--- src/core/gpio_pkg.sv ---
// Operation
// - A port has up to eight pins, each input, interrupt input or output.
// - Bit N of direction, option and data controls pin N.
// - Direction clear makes the pin an input; data reads return pin level.
// - Data writes while input update the latch without touching the pin.
// - Interrupt inputs raise a request on the group's selected sensitivity.
// - Enabled pins of a group are NANDed before edge and level detection.
// - The request latch is hidden and clears on vector fetch; here it reads back through the status register.
// - Changing a group's sensitivity bits clears its pending request.
// - Direction set drives the latch; data reads return the latch.
// - Push-pull drives 0 low, 1 high; open-drain drives 0 low, 1 floats.
// - An active peripheral function overrides direction and data programming.
// - Peripheral output pins become outputs, push-pull or open-drain per peripheral.
// - Peripheral input pins are software inputs and stay readable through data.
// - Input pin with peripheral output enabled reads the peripheral output.
// - Output pin with peripheral input enabled feeds the latch to the peripheral.
// - Direction/option: 00 floating, 01 pull-up interrupt, 10 open-drain, 11 push-pull.
// - True open-drain pins: no pull-up, output always open-drain; here a peripheral output on them follows alt_out_od.
// - Sensitivity 00 falling and low, 01 rising, 10 falling, 11 both.
// - Sensitivity bits accept writes only while the CPU interrupt mask is set.
// - Data, direction and option registers reset to zero.
package gpio_pkg;
    localparam int          NPINS        = 8;
    localparam int          ADDR_W       = 8;
    localparam logic [7:0]  OFF_DATA     = 8'h00;
    localparam logic [7:0]  OFF_DIR      = 8'h04;
    localparam logic [7:0]  OFF_OPT      = 8'h08;
    localparam logic [7:0]  OFF_SENSE    = 8'h0c;
    localparam logic [7:0]  OFF_GROUP    = 8'h10;
    localparam logic [7:0]  OFF_STATUS   = 8'h14;
    localparam int          SENSE_A_LSB  = 0;
    localparam int          SENSE_B_LSB  = 2;
    localparam int          ST_PEND_A    = 0;
    localparam int          ST_PEND_B    = 1;
    localparam int          ST_MASK      = 2;
    localparam logic [7:0]  BYTE_RESET   = 8'h00;
    localparam logic [7:0]  TRUE_OD_PINS = 8'h50;
    localparam logic [1:0]  RESP_OKAY    = 2'h0;
    localparam logic [1:0]  RESP_SLVERR  = 2'h2;

    typedef enum logic [1:0] {
        SENSE_FALL_LOW = 2'b00,
        SENSE_RISE     = 2'b01,
        SENSE_FALL     = 2'b10,
        SENSE_BOTH     = 2'b11
    } sense_t;

    typedef struct packed {
        logic [NPINS-1:0] out;
        logic [NPINS-1:0] oe_n;
        logic [NPINS-1:0] pull;
    } pad_t;
endpackage : gpio_pkg

--- src/core/gpio_port.sv ---
// Decided for this implementation: register access over AXI4-Lite and the register offsets.
`timescale 1ns/1ps
`default_nettype none
module gpio_port
    import gpio_pkg::*;
(
    // Clock and reset
    input  wire logic              aclk,
    input  wire logic              aresetn,
    // AXI4-Lite write
    input  wire logic [ADDR_W-1:0] awaddr,
    input  wire logic              awvalid,
    output logic                   awready,
    input  wire logic [31:0]       wdata,
    input  wire logic [3:0]        wstrb,
    input  wire logic              wvalid,
    output logic                   wready,
    output logic [1:0]             bresp,
    output logic                   bvalid,
    input  wire logic              bready,
    // AXI4-Lite read
    input  wire logic [ADDR_W-1:0] araddr,
    input  wire logic              arvalid,
    output logic                   arready,
    output logic [31:0]            rdata,
    output logic [1:0]             rresp,
    output logic                   rvalid,
    input  wire logic              rready,
    // External pins
    input  wire logic [NPINS-1:0]  pin_in,
    output logic [NPINS-1:0]       pin_out,
    output logic [NPINS-1:0]       pin_oe_n,
    output logic [NPINS-1:0]       pin_pull_up,
    // Peripheral alternate functions
    input  wire logic [NPINS-1:0]  alt_out_en,
    input  wire logic [NPINS-1:0]  alt_out_val,
    input  wire logic [NPINS-1:0]  alt_out_od,
    output logic [NPINS-1:0]       alt_in_val,
    // CPU interrupt interface
    input  wire logic              cpu_irq_mask,
    input  wire logic              vec_fetch_a,
    input  wire logic              vec_fetch_b,
    output logic                   ext_irq_group_a,
    output logic                   ext_irq_group_b
);
    logic [NPINS-1:0]  latch_r;
    logic [NPINS-1:0]  dir_r;
    logic [NPINS-1:0]  opt_r;
    logic [NPINS-1:0]  grp_r;
    sense_t            sense_r [2];
    logic [1:0]        pend_r;
    logic [1:0]        lvl_r;
    pad_t              pad_r;
    pad_t              pad_nxt;
    logic [NPINS-1:0]  alt_in_r;

    logic              awready_r;
    logic              wready_r;
    logic              bvalid_r;
    logic [1:0]        bresp_r;
    logic              arready_r;
    logic              rvalid_r;
    logic [31:0]       rdata_r;
    logic [1:0]        rresp_r;
    logic [ADDR_W-1:0] waddr_r;
    logic [7:0]        wbyte_r;
    logic              wlane_r;

    logic              wr_fire;
    logic              wr_ok;
    logic              rd_fire;
    logic [NPINS-1:0]  rd_pins;
    logic [31:0]       rd_word;
    logic              rd_ok;
    logic [1:0]        evt;
    logic [1:0]        lvl;
    logic [1:0]        sense_chg;
    logic              sense_wr;
    sense_t            sense_new [2];

    assign awready         = awready_r;
    assign wready          = wready_r;
    assign bvalid          = bvalid_r;
    assign bresp           = bresp_r;
    assign arready         = arready_r;
    assign rvalid          = rvalid_r;
    assign rdata           = rdata_r;
    assign rresp           = rresp_r;
    assign pin_out         = pad_r.out;
    assign pin_oe_n        = pad_r.oe_n;
    assign pin_pull_up     = pad_r.pull;
    assign alt_in_val      = alt_in_r;
    assign ext_irq_group_a = pend_r[0];
    assign ext_irq_group_b = pend_r[1];

    // Write channel: address and data taken in either order
    assign wr_fire = !awready_r && !wready_r && !bvalid_r;
    assign wr_ok   = (waddr_r == OFF_DATA) || (waddr_r == OFF_DIR) ||
                     (waddr_r == OFF_OPT) || (waddr_r == OFF_SENSE) ||
                     (waddr_r == OFF_GROUP) || (waddr_r == OFF_STATUS);

    always_ff @(posedge aclk) begin
        if (!aresetn) begin
            awready_r <= 1'b1;
            waddr_r   <= '0;
        end else if (awvalid && awready_r) begin
            awready_r <= 1'b0;
            waddr_r   <= awaddr;
        end else if (wr_fire) begin
            awready_r <= 1'b1;
        end
    end

    always_ff @(posedge aclk) begin
        if (!aresetn) begin
            wready_r <= 1'b1;
            wbyte_r  <= BYTE_RESET;
            wlane_r  <= 1'b0;
        end else if (wvalid && wready_r) begin
            wready_r <= 1'b0;
            wbyte_r  <= wdata[7:0];
            wlane_r  <= wstrb[0];
        end else if (wr_fire) begin
            wready_r <= 1'b1;
        end
    end

    always_ff @(posedge aclk) begin
        if (!aresetn) begin
            bvalid_r <= 1'b0;
            bresp_r  <= RESP_OKAY;
        end else if (wr_fire) begin
            bvalid_r <= 1'b1;
            bresp_r  <= wr_ok ? RESP_OKAY : RESP_SLVERR;
        end else if (bready) begin
            bvalid_r <= 1'b0;
        end
    end

    // Port registers, all cleared to floating inputs
    always_ff @(posedge aclk) begin
        if (!aresetn) begin
            latch_r <= BYTE_RESET;
            dir_r   <= BYTE_RESET;
            opt_r   <= BYTE_RESET;
            grp_r   <= BYTE_RESET;
        end else if (wr_fire && wlane_r) begin
            // Latch always takes the write, whatever the direction
            if (waddr_r == OFF_DATA) latch_r <= wbyte_r;
            if (waddr_r == OFF_DIR)  dir_r   <= wbyte_r;
            if (waddr_r == OFF_OPT)  opt_r   <= wbyte_r;
            if (waddr_r == OFF_GROUP) grp_r  <= wbyte_r;
        end
    end

    // Sensitivity, writable only while interrupts are masked
    assign sense_wr     = wr_fire && wlane_r && (waddr_r == OFF_SENSE) && cpu_irq_mask;
    assign sense_new[0] = sense_t'(wbyte_r[SENSE_A_LSB +: 2]);
    assign sense_new[1] = sense_t'(wbyte_r[SENSE_B_LSB +: 2]);

    always_ff @(posedge aclk) begin
        if (!aresetn) begin
            sense_r[0] <= SENSE_FALL_LOW;
            sense_r[1] <= SENSE_FALL_LOW;
        end else if (sense_wr) begin
            sense_r[0] <= sense_new[0];
            sense_r[1] <= sense_new[1];
        end
    end

    // External interrupt groups
    for (genvar g = 0; g < 2; g++) begin : g_grp
        logic [NPINS-1:0] en;
        logic             evt_one;
        logic             lvl_one_r;
        logic             pend_one_r;
        assign en = ~dir_r & opt_r & (g == 0 ? ~grp_r : grp_r);
        // AND of enabled pins is the inverted NAND; one low pin masks the rest
        assign lvl[g] = &(pin_in | ~en);
        assign sense_chg[g] = sense_wr && (sense_new[g] != sense_r[g]);
        // One driver per group bit of the shared vectors
        assign evt[g]    = evt_one;
        assign lvl_r[g]  = lvl_one_r;
        assign pend_r[g] = pend_one_r;

        always_comb begin
            unique case (sense_r[g])
                SENSE_FALL_LOW: evt_one = (|en) && !lvl[g];
                SENSE_RISE:     evt_one = !lvl_one_r && lvl[g];
                SENSE_FALL:     evt_one = lvl_one_r && !lvl[g];
                SENSE_BOTH:     evt_one = lvl_one_r != lvl[g];
            endcase
        end

        always_ff @(posedge aclk) begin
            if (!aresetn) begin
                lvl_one_r <= 1'b1;
            end else begin
                lvl_one_r <= lvl[g];
            end
        end

        // New event wins over vector fetch and sensitivity change
        always_ff @(posedge aclk) begin
            if (!aresetn) begin
                pend_one_r <= 1'b0;
            end else if (evt_one) begin
                pend_one_r <= 1'b1;
            end else if ((g == 0 ? vec_fetch_a : vec_fetch_b) || sense_chg[g]) begin
                pend_one_r <= 1'b0;
            end
        end
    end

    // Pad drive: peripheral output overrides port programming
    always_comb begin
        logic [NPINS-1:0] drv;
        logic [NPINS-1:0] is_out;
        logic [NPINS-1:0] is_od;
        drv    = (alt_out_en & alt_out_val) | (~alt_out_en & latch_r);
        is_out = alt_out_en | dir_r;
        is_od  = (alt_out_en & alt_out_od) |
                 (~alt_out_en & (TRUE_OD_PINS | ~opt_r));
        pad_nxt.out  = drv & ~is_od;
        pad_nxt.oe_n = ~(is_out & ~(is_od & drv));
        pad_nxt.pull = ~is_out & opt_r & ~TRUE_OD_PINS;
    end

    always_ff @(posedge aclk) begin
        if (!aresetn) begin
            pad_r.out  <= BYTE_RESET;
            pad_r.oe_n <= ~BYTE_RESET;
            pad_r.pull <= BYTE_RESET;
            alt_in_r   <= BYTE_RESET;
        end else begin
            pad_r    <= pad_nxt;
            alt_in_r <= (dir_r & latch_r) | (~dir_r & pin_in);
        end
    end

    // Read channel
    assign rd_fire = arvalid && arready_r;
    assign rd_pins = (dir_r & latch_r) |
                     (~dir_r & alt_out_en & alt_out_val) |
                     (~dir_r & ~alt_out_en & pin_in);

    always_comb begin
        rd_word = '0;
        rd_ok   = 1'b1;
        unique case (araddr)
            OFF_DATA:   rd_word[NPINS-1:0] = rd_pins;
            OFF_DIR:    rd_word[NPINS-1:0] = dir_r;
            OFF_OPT:    rd_word[NPINS-1:0] = opt_r;
            OFF_GROUP:  rd_word[NPINS-1:0] = grp_r;
            OFF_SENSE: begin
                rd_word[SENSE_A_LSB +: 2] = sense_r[0];
                rd_word[SENSE_B_LSB +: 2] = sense_r[1];
            end
            // Pending latches visible for debug only, not clearable
            OFF_STATUS: begin
                rd_word[ST_PEND_A] = pend_r[0];
                rd_word[ST_PEND_B] = pend_r[1];
                rd_word[ST_MASK]   = cpu_irq_mask;
            end
            default:    rd_ok = 1'b0;
        endcase
    end

    always_ff @(posedge aclk) begin
        if (!aresetn) begin
            arready_r <= 1'b1;
            rvalid_r  <= 1'b0;
            rdata_r   <= '0;
            rresp_r   <= RESP_OKAY;
        end else if (rd_fire) begin
            arready_r <= 1'b0;
            rvalid_r  <= 1'b1;
            rdata_r   <= rd_word;
            rresp_r   <= rd_ok ? RESP_OKAY : RESP_SLVERR;
        end else if (rvalid_r && rready) begin
            arready_r <= 1'b1;
            rvalid_r  <= 1'b0;
        end
    end

    property p_reset_float;
        @(posedge aclk) !aresetn |=> (dir_r == BYTE_RESET) && (opt_r == BYTE_RESET)
            && (latch_r == BYTE_RESET);
    endproperty
    a_reset_float: assert property (p_reset_float) else $error("port not cleared");

    property p_input_float;
        @(posedge aclk) disable iff (!aresetn)
            $past(aresetn) |-> ((~$past(dir_r) & ~$past(alt_out_en) & ~pin_oe_n) == '0);
    endproperty
    a_input_float: assert property (p_input_float) else $error("input pin driven");

    property p_push_pull;
        @(posedge aclk) disable iff (!aresetn)
            $past(aresetn) |-> (($past(dir_r & opt_r & ~alt_out_en) & ~TRUE_OD_PINS)
                & (pin_oe_n | (pin_out ^ $past(latch_r)))) == '0;
    endproperty
    a_push_pull: assert property (p_push_pull) else $error("push-pull level wrong");

    property p_od_no_high;
        @(posedge aclk) disable iff (!aresetn)
            (pin_out & ~pin_oe_n & $past(~alt_out_en & dir_r & (TRUE_OD_PINS | ~opt_r))) == '0;
    endproperty
    a_od_no_high: assert property (p_od_no_high) else $error("open drain drove high");

    property p_sense_lock;
        @(posedge aclk) disable iff (!aresetn)
            (wr_fire && (waddr_r == OFF_SENSE) && !cpu_irq_mask) |=> $stable(sense_r[0])
                && $stable(sense_r[1]);
    endproperty
    a_sense_lock: assert property (p_sense_lock) else $error("sense written unmasked");

    property p_sense_clear;
        @(posedge aclk) disable iff (!aresetn)
            (sense_chg[0] && !evt[0]) |=> !pend_r[0];
    endproperty
    a_sense_clear: assert property (p_sense_clear) else $error("pending not discarded");

    property p_fetch_clear;
        @(posedge aclk) disable iff (!aresetn)
            (pend_r[1] && vec_fetch_b && !evt[1]) |=> !ext_irq_group_b;
    endproperty
    a_fetch_clear: assert property (p_fetch_clear) else $error("fetch kept request");

    property p_fall_sets;
        @(posedge aclk) disable iff (!aresetn)
            (sense_r[0] == SENSE_FALL && $past(lvl[0]) && !lvl[0]) |=> ext_irq_group_a;
    endproperty
    a_fall_sets: assert property (p_fall_sets) else $error("falling edge lost");

    property p_rise_ignored;
        @(posedge aclk) disable iff (!aresetn)
            (sense_r[0] == SENSE_RISE && !pend_r[0] && !lvl_r[0] && !lvl[0]) |=> !pend_r[0];
    endproperty
    a_rise_ignored: assert property (p_rise_ignored) else $error("masked group fired");

    property p_read_latch;
        @(posedge aclk) disable iff (!aresetn)
            (rd_fire && araddr == OFF_DATA) |=> rvalid
                && ((rdata[NPINS-1:0] ^ $past(latch_r)) & $past(dir_r)) == '0;
    endproperty
    a_read_latch: assert property (p_read_latch) else $error("output read not latch");

    property p_write_resp;
        @(posedge aclk) disable iff (!aresetn)
            (awvalid && awready && wvalid && wready && !bvalid) |=> ##1 bvalid;
    endproperty
    a_write_resp: assert property (p_write_resp) else $error("write answer late");
endmodule : gpio_port
`default_nettype wire

--- config.mk ---
export PLATFORM = sky130hd
export DESIGN_NAME = gpio_port
export DESIGN_NICKNAME = d
export VERILOG_FILES = /design/src/core/gpio_pkg.sv /design/src/core/gpio_port.sv
export SDC_FILE = /design/constraint.sdc
export NUM_CORES = 1
export LEC_CHECK = 0
export BUFFER_PORTS_ARGS = -buffer_cell sky130_fd_sc_hd__buf_2
export CORE_ASPECT_RATIO = 1.25
export CORE_UTILIZATION = 54
export CTS_BUF_LIST = sky130_fd_sc_hd__clkbuf_8
export DETAILED_ROUTE_END_ITERATION = 10
export PLACE_DENSITY = 0.84
export SLEW_MARGIN = 40
export SYNTH_ARGS = -nofsm -noshare
export SYNTH_HDL_FRONTEND = slang
export SYNTH_SLANG_ARGS = --single-unit
--- constraint.sdc ---
create_clock -name aclk -period 5.4 [get_ports aclk]
set_input_delay 0.27 -clock aclk [delete_from_list [all_inputs] [get_ports aclk]]
set_output_delay 0.27 -clock aclk [all_outputs]
set_load 0.01 [all_outputs]
==> results, run 1 <==
- The critical path data required time is ~5.7 ns.
- The number of antenna violations at the first check in global routing was 0.
- At the pin with the least slew margin, the transition time is 0.782 ns.
- The slack of the critical path is 3.17 ns.
- The most critical setup path has its startpoint at dir_r[1]$_SDFFE_PN0P_.
- TritonCTS built the clock tree.
- The synthesized netlist devotes less than 1% of its cell area to adder and majority cells.
- The instance area after placement is 5370 µm².
- OpenSTA, run right after detailed placement, puts the worst setup slack at between 3 and 4 ns.
- Counting the fill cells in the layout gives 701.
- The final weighted congestion of routability-driven global placement is 0.904.
- The number of failing setup endpoints in the final timing report is 0.
- Buffers inserted to repair hold after CTS numbered 0.
- The number of synthesized flops with an enable pin is 4.
- The area growth from synthesis to layout is 14.2%.
- For this design the ratio of total power to cell area is 254 nW/µm².
- The total congestion overflow after global routing is 0.
- The mapped cell area is ~5000 µm².
- The final period utilization is 41.3%.
- The shortest clock period the worst path allows after layout is 2.23 ns.
- The clock net in this run drives a total of 102 sinks.
- The largest single stage delay on the critical path is 0.53 ns.
- Entering global routing, the biggest net connects between 50 and 60 pins.
- The total of flip-flops plus latches after synthesis is 102.
- For this run, the leading register cell type out of synthesis is sky130_fd_sc_hd__dfxtp_1.
- The final layout contains 718 nets.
- Of the total synthesized cell area, the portion taken by AND, OR, NAND and NOR gates is around a quarter.
- The count of nets left with antenna violations once routing finished came out at 0.
- The leakage power summed over all cells is 0.00230 µW.
- After technology mapping, the gate count stands at about 530.
- The number of global-route vias before repair came to 3,915.
- The total non-filler cell area in the finished layout is 5560 µm².
- The depth of the worst register-to-register path is 7.
- The count of input and output buffers is 113.
- The synthesized netlist devotes 12.6% of its cell area to compound gates.
- The die outline area is 9400 µm².
- Of the post-synthesis cell area, the dominant cell type holds 40.3%.
- The total setup buffers inserted after CTS is 0.
- For this block, the routed nets add up to 11.5 mm of wire.
- Detailed placement ended at an HPWL of 8.23 mm.
- The floorplan row count is 38.
- The critical path is of the flop to flop type.
- After detailed routing, the number of remaining DRC violations is 0.
- The number of distinct standard cells referenced by the synthesized netlist is 57.
- Counting the buffers created by CTS gives 9.
- STA classifies the critical path endpoint as a flop.
- The setup TNS after final layout is 0 ns.
- Setup repair after global routing left no endpoint under its margin.
- The endpoint of the worst register-to-register path is ext_irq_group_a$_SDFFE_PN0P_.
- The fraction of layout instances using a drive strength above 1 is a little under a quarter.
- The max capacitance violation total is 0.
- The post-synthesis average cell area is 9.24 µm².
- The effective utilization at floorplan is between 50 and 60%.
- The worst-skew pair later-pin latency is 0.37 ns.
- The peak clock frequency supported by timing is 0.448 GHz.
- The hold slack is 0.133 ns.
- For this block, the initial DRC count from the detailed router was 311.
- The headroom to the max-slew limit is 47.8%.
- By area, the combinational part of the netlist is dominated by simple AND/OR/NAND/NOR gates.
- The CTS clock-pin slew for the worst setup and hold paths is 0.09 ns.
- The boundary pin count is 169.
- The floorplan die height is 108 µm.
- The placed cell count is 731.
- The post-CTS resize count is 0.
- The worst setup slack for register-to-register paths is between 3 and 4 ns.
- Traced cell by cell, the critical path runs through nor4b_1 > nor4_1 > and2_1 > ha_1 > nand2b_1 > a31o_2 > a31oi_1.
- The category of the worst setup path launch point is a flop.
- Between clock sinks in the finished design, the worst skew comes to 0.00836 ns.
- The final non-filler cell total is 747.
- The library cell used most frequently in the layout, excluding fill and tap cells, is sky130_fd_sc_hd__buf_2.
- The first-pass detailed-route iteration total is 5.
- The run finished with clean final reports.
- The cell chosen for the clock root is sky130_fd_sc_hd__clkbuf_8.
- The most area-hungry cell type in the Yosys netlist is sky130_fd_sc_hd__dfxtp_1.
- The number of vias after detailed routing is around 4,300.
- The min-delay analysis places its worst path in the category input port to flop.
- The xor/xnor cell area share of the yosys netlist is 0.360%.
- The number of vias per cell is 5.72.
- The synthesis warning total is 0.
- The mean routed wirelength per cell is roughly 15 µm.
- Data on the critical path arrives at its endpoint at ~2.5 ns.
- The cell with the largest stage delay on the worst path is sky130_fd_sc_hd__nor4_1.
- The core area is 8700 µm².
- The async set-or-reset flop fraction in the synthesized netlist is 0%.
- The library cells used most frequently in the layout, excluding fill and tap cells, are sky130_fd_sc_hd__buf_2 (112), sky130_fd_sc_hd__dfxtp_1 (98), sky130_fd_sc_hd__nand2_1 (73), sky130_fd_sc_hd__mux2i_1 (42), sky130_fd_sc_hd__a21oi_1 (33).
- The overall die width is 86.9 µm.
- The destination of the critical timing path is ext_irq_group_a$_SDFFE_PN0P_.
- The number of endpoints with negative hold slack in the final report is 0.
- The H-tree was split into 3 levels.
- The first global-routing pass estimated ~18 mm of wire.
- The global-route total usage across every layer is 25.2%.
- The mux cell area share after synthesis is 11.2%.
- The final count of pins violating max slew was 0.
- VDD sags by at most 0.196 mV.
- By area the synthesized netlist is led by sky130_fd_sc_hd__dfxtp_1 (40%), sky130_fd_sc_hd__mux2i_1 (8.6%), sky130_fd_sc_hd__nand2_1 (5.6%).
- The maximum clock path buffer count is 2.
- The reg-to-reg critical path startpoint is dir_r[1]$_SDFFE_PN0P_.
- The fraction of the yosys area taken by sequential cells is 42.8%.
- The highest net fanout along the worst path is 8.
routing by layer:
metal,vias to the layer above,part of all wire [%],GRT usage [%]
met3,39,6.6,3.51
met2,183,48,41.6
li1,2042,-,-
met4,0,4.0,15.0
met1,2010,41,31.0
met5,-,0,0
cell families (layout without fill, tap and decap cells):
family,after synthesis,after routing
flip-flops,102,102
other,1,29
multiplexers,53,53
XOR/XNOR,2,2
AO/OA/AOI/OAI,90,90
adder cells (fa/ha/maj),2,2
AND/OR/NAND/NOR,215,215
buffers and inverters,62,134
where the power goes:
group | total [µW] | leakage (µW) | switching, µW | internal [µW]
combinational | 155 | 0.00136 | 91.4 | 63.4
sequential | 803 | 0.000841 | 22.3 | 781
clock | 454 | 0.0000961 | 246 | 208
sequential cells by signal, summed over array words and instances (netlist names), 2 cells and up:
name / flops
pin_out: 8
alt_in_val: 8
g_grp.lvl_one_r: 2
grp_r: 8
pin_oe_n: 8
rdata: 8
sense_r: 4
wbyte_r: 8
latch_r: 8
waddr_r: 8
dir_r: 8
opt_r: 8
pin_pull_up: 6
worst max-delay path, delay by kind of cell (launching register included):
kind                       cells  cell delay (ns)
AOI/OAI and AO/OA              2             0.42
DFF                            1             0.48
and+or+nand+nor                4             1.02
adders and majority gates      1             0.23
area by class of cell:
cell class / instances / area [µm²] / area share (%)
well taps: 120 / 150 / 2.70
flip-flops and latches: 102 / 2080 / 37.4
clock inverters: 6 / 56.3 / 1.01
diodes: 1 / 2.50 / 0.0450
clock buffers: 9 / 124 / 2.23
inverters: 5 / 18.8 / 0.338
repair buffers: 114 / 576 / 10.4
multi-input cells: 390 / 2550 / 45.9
worst min path at each step:
stage                              start                   endpoint  cells past startpoint
floorplan                  alt_out_en[0]  pin_pull_up[0]$_SDFF_PN0_                      1
global placement    wlane_r$_SDFFE_PN0P_       wlane_r$_SDFFE_PN0P_                      2
CTS                        alt_out_en[7]  pin_pull_up[7]$_SDFF_PN0_                      2
detailed placement  wlane_r$_SDFFE_PN0P_       wlane_r$_SDFFE_PN0P_                      2
finish                     alt_out_en[7]  pin_pull_up[7]$_SDFF_PN0_                      2
global route                    wstrb[0]       wlane_r$_SDFFE_PN0P_                      3
stage by stage:
step	power, µW	util [%]
2_1_floorplan	919	-
3_3_place_gp	967	61.6
3_5_place_dp	974	61.7
4_1_cts	1420	63.8
5_1_grt	1480	63.9
6_report	1410	63.9
cell usage after synthesis, types with 3 or more instances:
cell                       instances
sky130_fd_sc_hd__nand3_1          26
sky130_fd_sc_hd__and4b_1           5
sky130_fd_sc_hd__buf_4            28
sky130_fd_sc_hd__a311o_1           6
sky130_fd_sc_hd__o22a_1            5
sky130_fd_sc_hd__inv_1             4
sky130_fd_sc_hd__clkbuf_1         23
sky130_fd_sc_hd__nand2b_1         24
sky130_fd_sc_hd__edfxtp_1          4
sky130_fd_sc_hd__o211ai_1          6
sky130_fd_sc_hd__nor4bb_1          8
sky130_fd_sc_hd__nand4b_1          3
sky130_fd_sc_hd__a32oi_1           3
sky130_fd_sc_hd__nor2_1           24
sky130_fd_sc_hd__o21ai_0           8
sky130_fd_sc_hd__buf_2             4
sky130_fd_sc_hd__and2_1            8
sky130_fd_sc_hd__dfxtp_1          98
sky130_fd_sc_hd__nor4_1            5
sky130_fd_sc_hd__a31oi_1           6
sky130_fd_sc_hd__nand2_1          73
sky130_fd_sc_hd__a21o_1            3
sky130_fd_sc_hd__a221o_1           4
sky130_fd_sc_hd__nor3_1            3
sky130_fd_sc_hd__mux2_2            9
sky130_fd_sc_hd__mux2i_1          42
sky130_fd_sc_hd__nor4b_1          15
sky130_fd_sc_hd__a21oi_1          33
sky130_fd_sc_hd__nand3b_1          8
sky130_fd_sc_hd__o221a_1           3
Power figures use the tool's default switching activity.
==> inputs of run 2 (changes only) <==
--- a/config.mk
+++ b/config.mk
@@ -7,10 +7,10 @@
 export LEC_CHECK = 0
 export BUFFER_PORTS_ARGS = -buffer_cell sky130_fd_sc_hd__buf_2
 export CORE_ASPECT_RATIO = 1.25
-export CORE_UTILIZATION = 54
+export CORE_UTILIZATION = 47
 export CTS_BUF_LIST = sky130_fd_sc_hd__clkbuf_8
 export DETAILED_ROUTE_END_ITERATION = 10
-export PLACE_DENSITY = 0.84
+export PLACE_DENSITY = 0.78
 export SLEW_MARGIN = 40
 export SYNTH_ARGS = -nofsm -noshare
 export SYNTH_HDL_FRONTEND = slang
==> constraint.sdc (replaced) <==
create_clock -name aclk -period 1.9 [get_ports aclk]
set_input_delay 0.095 -clock aclk [delete_from_list [all_inputs] [get_ports aclk]]
set_output_delay 0.095 -clock aclk [all_outputs]
set_load 0.01 [all_outputs]
==> results, run 2 (same netlist as run 1, synthesis figures left out) <==
- The H-tree level count is 3 (unchanged).
- The number of antenna violations at the first check in global routing is 1 (was 0).
- The type of destination of the critical path was a flop (unchanged).
- The effective utilization at floorplan is 48.2% (was 55.9%).
- The number of buffers created by CTS is 9 (unchanged).
- The clock tree from TritonCTS is yes (unchanged).
- The total number of clock tree sinks came to 102 (unchanged).
- The count of input and output buffers came to 113 (unchanged).
- The clock skew is 0.0155 ns (was 0.00836 ns).
- The total power after layout was 4230 µW (was 1410 µW).
- The hold slack is 0.0113 ns (was 0.133 ns).
- The worst path arrival time is 2.14 ns (was 2.52 ns).
- The shortest clock period the worst path allows after layout is 1.83 ns (was 2.23 ns).
- The overall routed net length is 13.3 mm (was 11.5 mm).
- The depth of the worst register-to-register path came to 8 (was 7).
- The mean routed wirelength per cell is 15.9 µm (was 15.4 µm).
- The area taken by multi-input logic gates is 2780 µm² (was 2550 µm²).
- Leading cell types in the layout, fill and taps excluded: sky130_fd_sc_hd__buf_2 (113), sky130_fd_sc_hd__dfxtp_1 (87), sky130_fd_sc_hd__nand2_1 (73), sky130_fd_sc_hd__dlygate4sd3_1 (43), sky130_fd_sc_hd__mux2i_1 (42) (was sky130_fd_sc_hd__buf_2 (112), sky130_fd_sc_hd__dfxtp_1 (98), sky130_fd_sc_hd__nand2_1 (73), sky130_fd_sc_hd__mux2i_1 (42), sky130_fd_sc_hd__a21oi_1 (33)).
- The final HPWL from detailed placement was 9.19 mm (was 8.23 mm).
- The floorplan die height was 116 µm (was 108 µm).
- The startpoint of the lowest-slack hold path is alt_out_val[6] (was alt_out_en[7]).
- Unrepaired setup endpoints after global routing: true (was false).
- The number of vias after detailed routing was 4,608 (was 4,274).
- The area taken by flip-flops and latches was 2100 µm² (was 2080 µm²).
- The final design utilization came to 65.1% (was 63.9%).
- The pin count of the biggest net entering global routing is 20 (was 59).
- The die outline area is 10,800 µm² (was 9400 µm²).
- The number of failing setup endpoints in the final timing report is 0 (unchanged).
- The net total in the final layout came to 801 (was 718).
- The critical path data required time was 2.21 ns (was 5.69 ns).
- The area growth from synthesis to layout is 35.2% (was 14.2%).
- Status: completed (unchanged).
- The path class of the lowest-slack min-delay path is input port to flop (unchanged).
- The power per unit of standard cell area is 643 nW/µm² (was 254 nW/µm²).
- The number of endpoints with negative hold slack in the final report came to 0 (unchanged).
- The worst setup slack for register-to-register paths is 0.07 ns (was 3.17 ns).
- The floorplan row count is 41 (was 38).
- The first-pass GRT wire length was 21.4 mm (was 18.3 mm).
- The cell chosen for the clock root was sky130_fd_sc_hd__clkbuf_8 (unchanged).
- The worst-skew pair later-pin latency came to 0.39 ns (was 0.37 ns).
- The final period utilization came to 96.4% (was 41.3%).
- The endpoint of the worst register-to-register path was ext_irq_group_a$_SDFFE_PN0P_ (unchanged).
- The headroom to the max-slew limit came to 57.6% (was 47.8%).
- The total congestion overflow after global routing is 0 (unchanged).
- The destination of the critical timing path is ext_irq_group_a$_SDFFE_PN0P_ (unchanged).
- The category of the worst setup path launch point is a flop (unchanged).
- The max capacitance violation total was 0 (unchanged).
- The fraction of layout instances using a drive strength above 1 came to 30.8% (was 23.0%).
- The leakage power summed over all cells is 0.00275 µW (was 0.00230 µW).
- The worst-margin pin slew was 0.631 ns (was 0.782 ns).
- The most common library cell in the layout ignoring fill and taps is sky130_fd_sc_hd__buf_2 (unchanged).
- The core area came to 10,100 µm² (was 8700 µm²).
- The final weighted congestion of routability-driven global placement came to 0.908 (was 0.904).
- The final antenna-violating net count is 0 (unchanged).
- The final count of pins violating max slew is 0 (unchanged).
- The peak clock frequency supported by timing came to 0.546 GHz (was 0.448 GHz).
- The count of filler cells inserted in the layout was 811 (was 701).
- The CTS clock-pin slew for the worst setup and hold paths is 0.09 ns (about the same).
- The path type of the worst setup path is flop to flop (unchanged).
- The highest net fanout along the worst path is 2 (was 8).
- The boundary pin count was 169 (unchanged).
- The maximum clock path buffer count was 2 (unchanged).
- The global-route total usage across every layer is 25.7% (was 25.2%).
- The number of global-route vias before repair is 4,512 (was 3,915).
- The largest vdd supply drop is 0.411 mV (was 0.196 mV).
- The overall die width is 93.0 µm (was 86.9 µm).
- The worst setup path startpoint is opt_r[7]$_SDFFE_PN0P_ (was dir_r[1]$_SDFFE_PN0P_).
- The detailed-route DRC error count came to 0 (unchanged).
- The number of DRC markers in iteration 0 is 249 (was 311).
- The first-pass detailed-route iteration total is 4 (was 5).
- The reg-to-reg critical path startpoint is opt_r[7]$_SDFFE_PN0P_ (was dir_r[1]$_SDFFE_PN0P_).
- The number of vias per cell was 5.49 (was 5.72).
-- run 2: changes by cell type in the layout (fill, tap and decap cells not counted), sizes merged --
cell | before | now
buf | 114 | 154
clkbuf | 9 | 11
clkinvlp | 1 | 0
dlygate4sd3 | 0 | 43
-- run 2: repair_timing --
action | 4_1_cts | 5_1_grt
hold buffers | 43 | 0
endpoints found under the setup margin | 2 | 16
setup buffers | 0 | 4
resized for setup | 17 | 33
endpoints found under the hold margin | 38 | 0
pin swaps | 1 | 14
-- run 2: cell type report --
cell class                      count  area share [%]
Clock inverter                      5           0.742
Inverter                            5           0.285
Sequential cell                   102            31.9
Multi-Input combinational cell    390            42.3
Tap cell                          129            2.45
Timing Repair Buffer              197            20.0
Clock buffer                       11            2.30
Antenna cell                        1          0.0380
-- run 2: critical path, cell delays in order, from the launching register on --
cell                       delay (ns)
sky130_fd_sc_hd__dfxtp_2         0.33
sky130_fd_sc_hd__nor4b_2         0.15
sky130_fd_sc_hd__buf_4           0.14
sky130_fd_sc_hd__nor4_4          0.27
sky130_fd_sc_hd__and2_4          0.20
sky130_fd_sc_hd__ha_4            0.19
sky130_fd_sc_hd__nand2b_4        0.12
sky130_fd_sc_hd__a31o_2          0.24
sky130_fd_sc_hd__a31oi_1         0.11
-- run 2: routing by layer --
| metal | track usage [%] | vias up | wire length [µm] |
|---|---|---|---|
| met4 | 12.6 | 0 | 415 |
| met3 | 5.64 | 34 | 955 |
| met5 | 0 | - | 0 |
| met2 | 45.1 | 184 | 6710 |
| met1 | 29.5 | 2177 | 5260 |
| li1 | - | 2213 | - |
-- run 2: how the worst min path moves through the flow --
stage / endpoint / slack [ns] / cells past startpoint
CTS: pin_out[6]$_SDFF_PN0_ / 0.004 / 2
floorplan: pin_pull_up[0]$_SDFF_PN0_ / 0.17 / 1
detailed placement: pin_pull_up[7]$_SDFF_PN0_ / 0.34 / 2
finish: pin_out[6]$_SDFF_PN0_ / 0.01 / 2
global placement: pin_pull_up[7]$_SDFF_PN0_ / 0.33 / 2
global route: pin_out[6]$_SDFF_PN0_ / 0.008 / 2
-- run 2: metrics by stage --
stage	setup slack (ns)	cell area [µm²]	instances	setup TNS, ns
floorplan	0.0113	4970	554	0
global placement	-0.00311	5660	778	-0.00311
detailed placement	-0.0931	5660	778	-0.165
CTS	-0.00317	6400	837	-0.00317
global route	-0.0167	6580	839	-0.0242
finish	0.0687	6580	840	0
-- run 2: power breakdown --
part           internal (µW)  switching, µW  total, µW
Clock                    670            738       1410
Sequential              2220           54.8       2270
Combinational            254            297        552
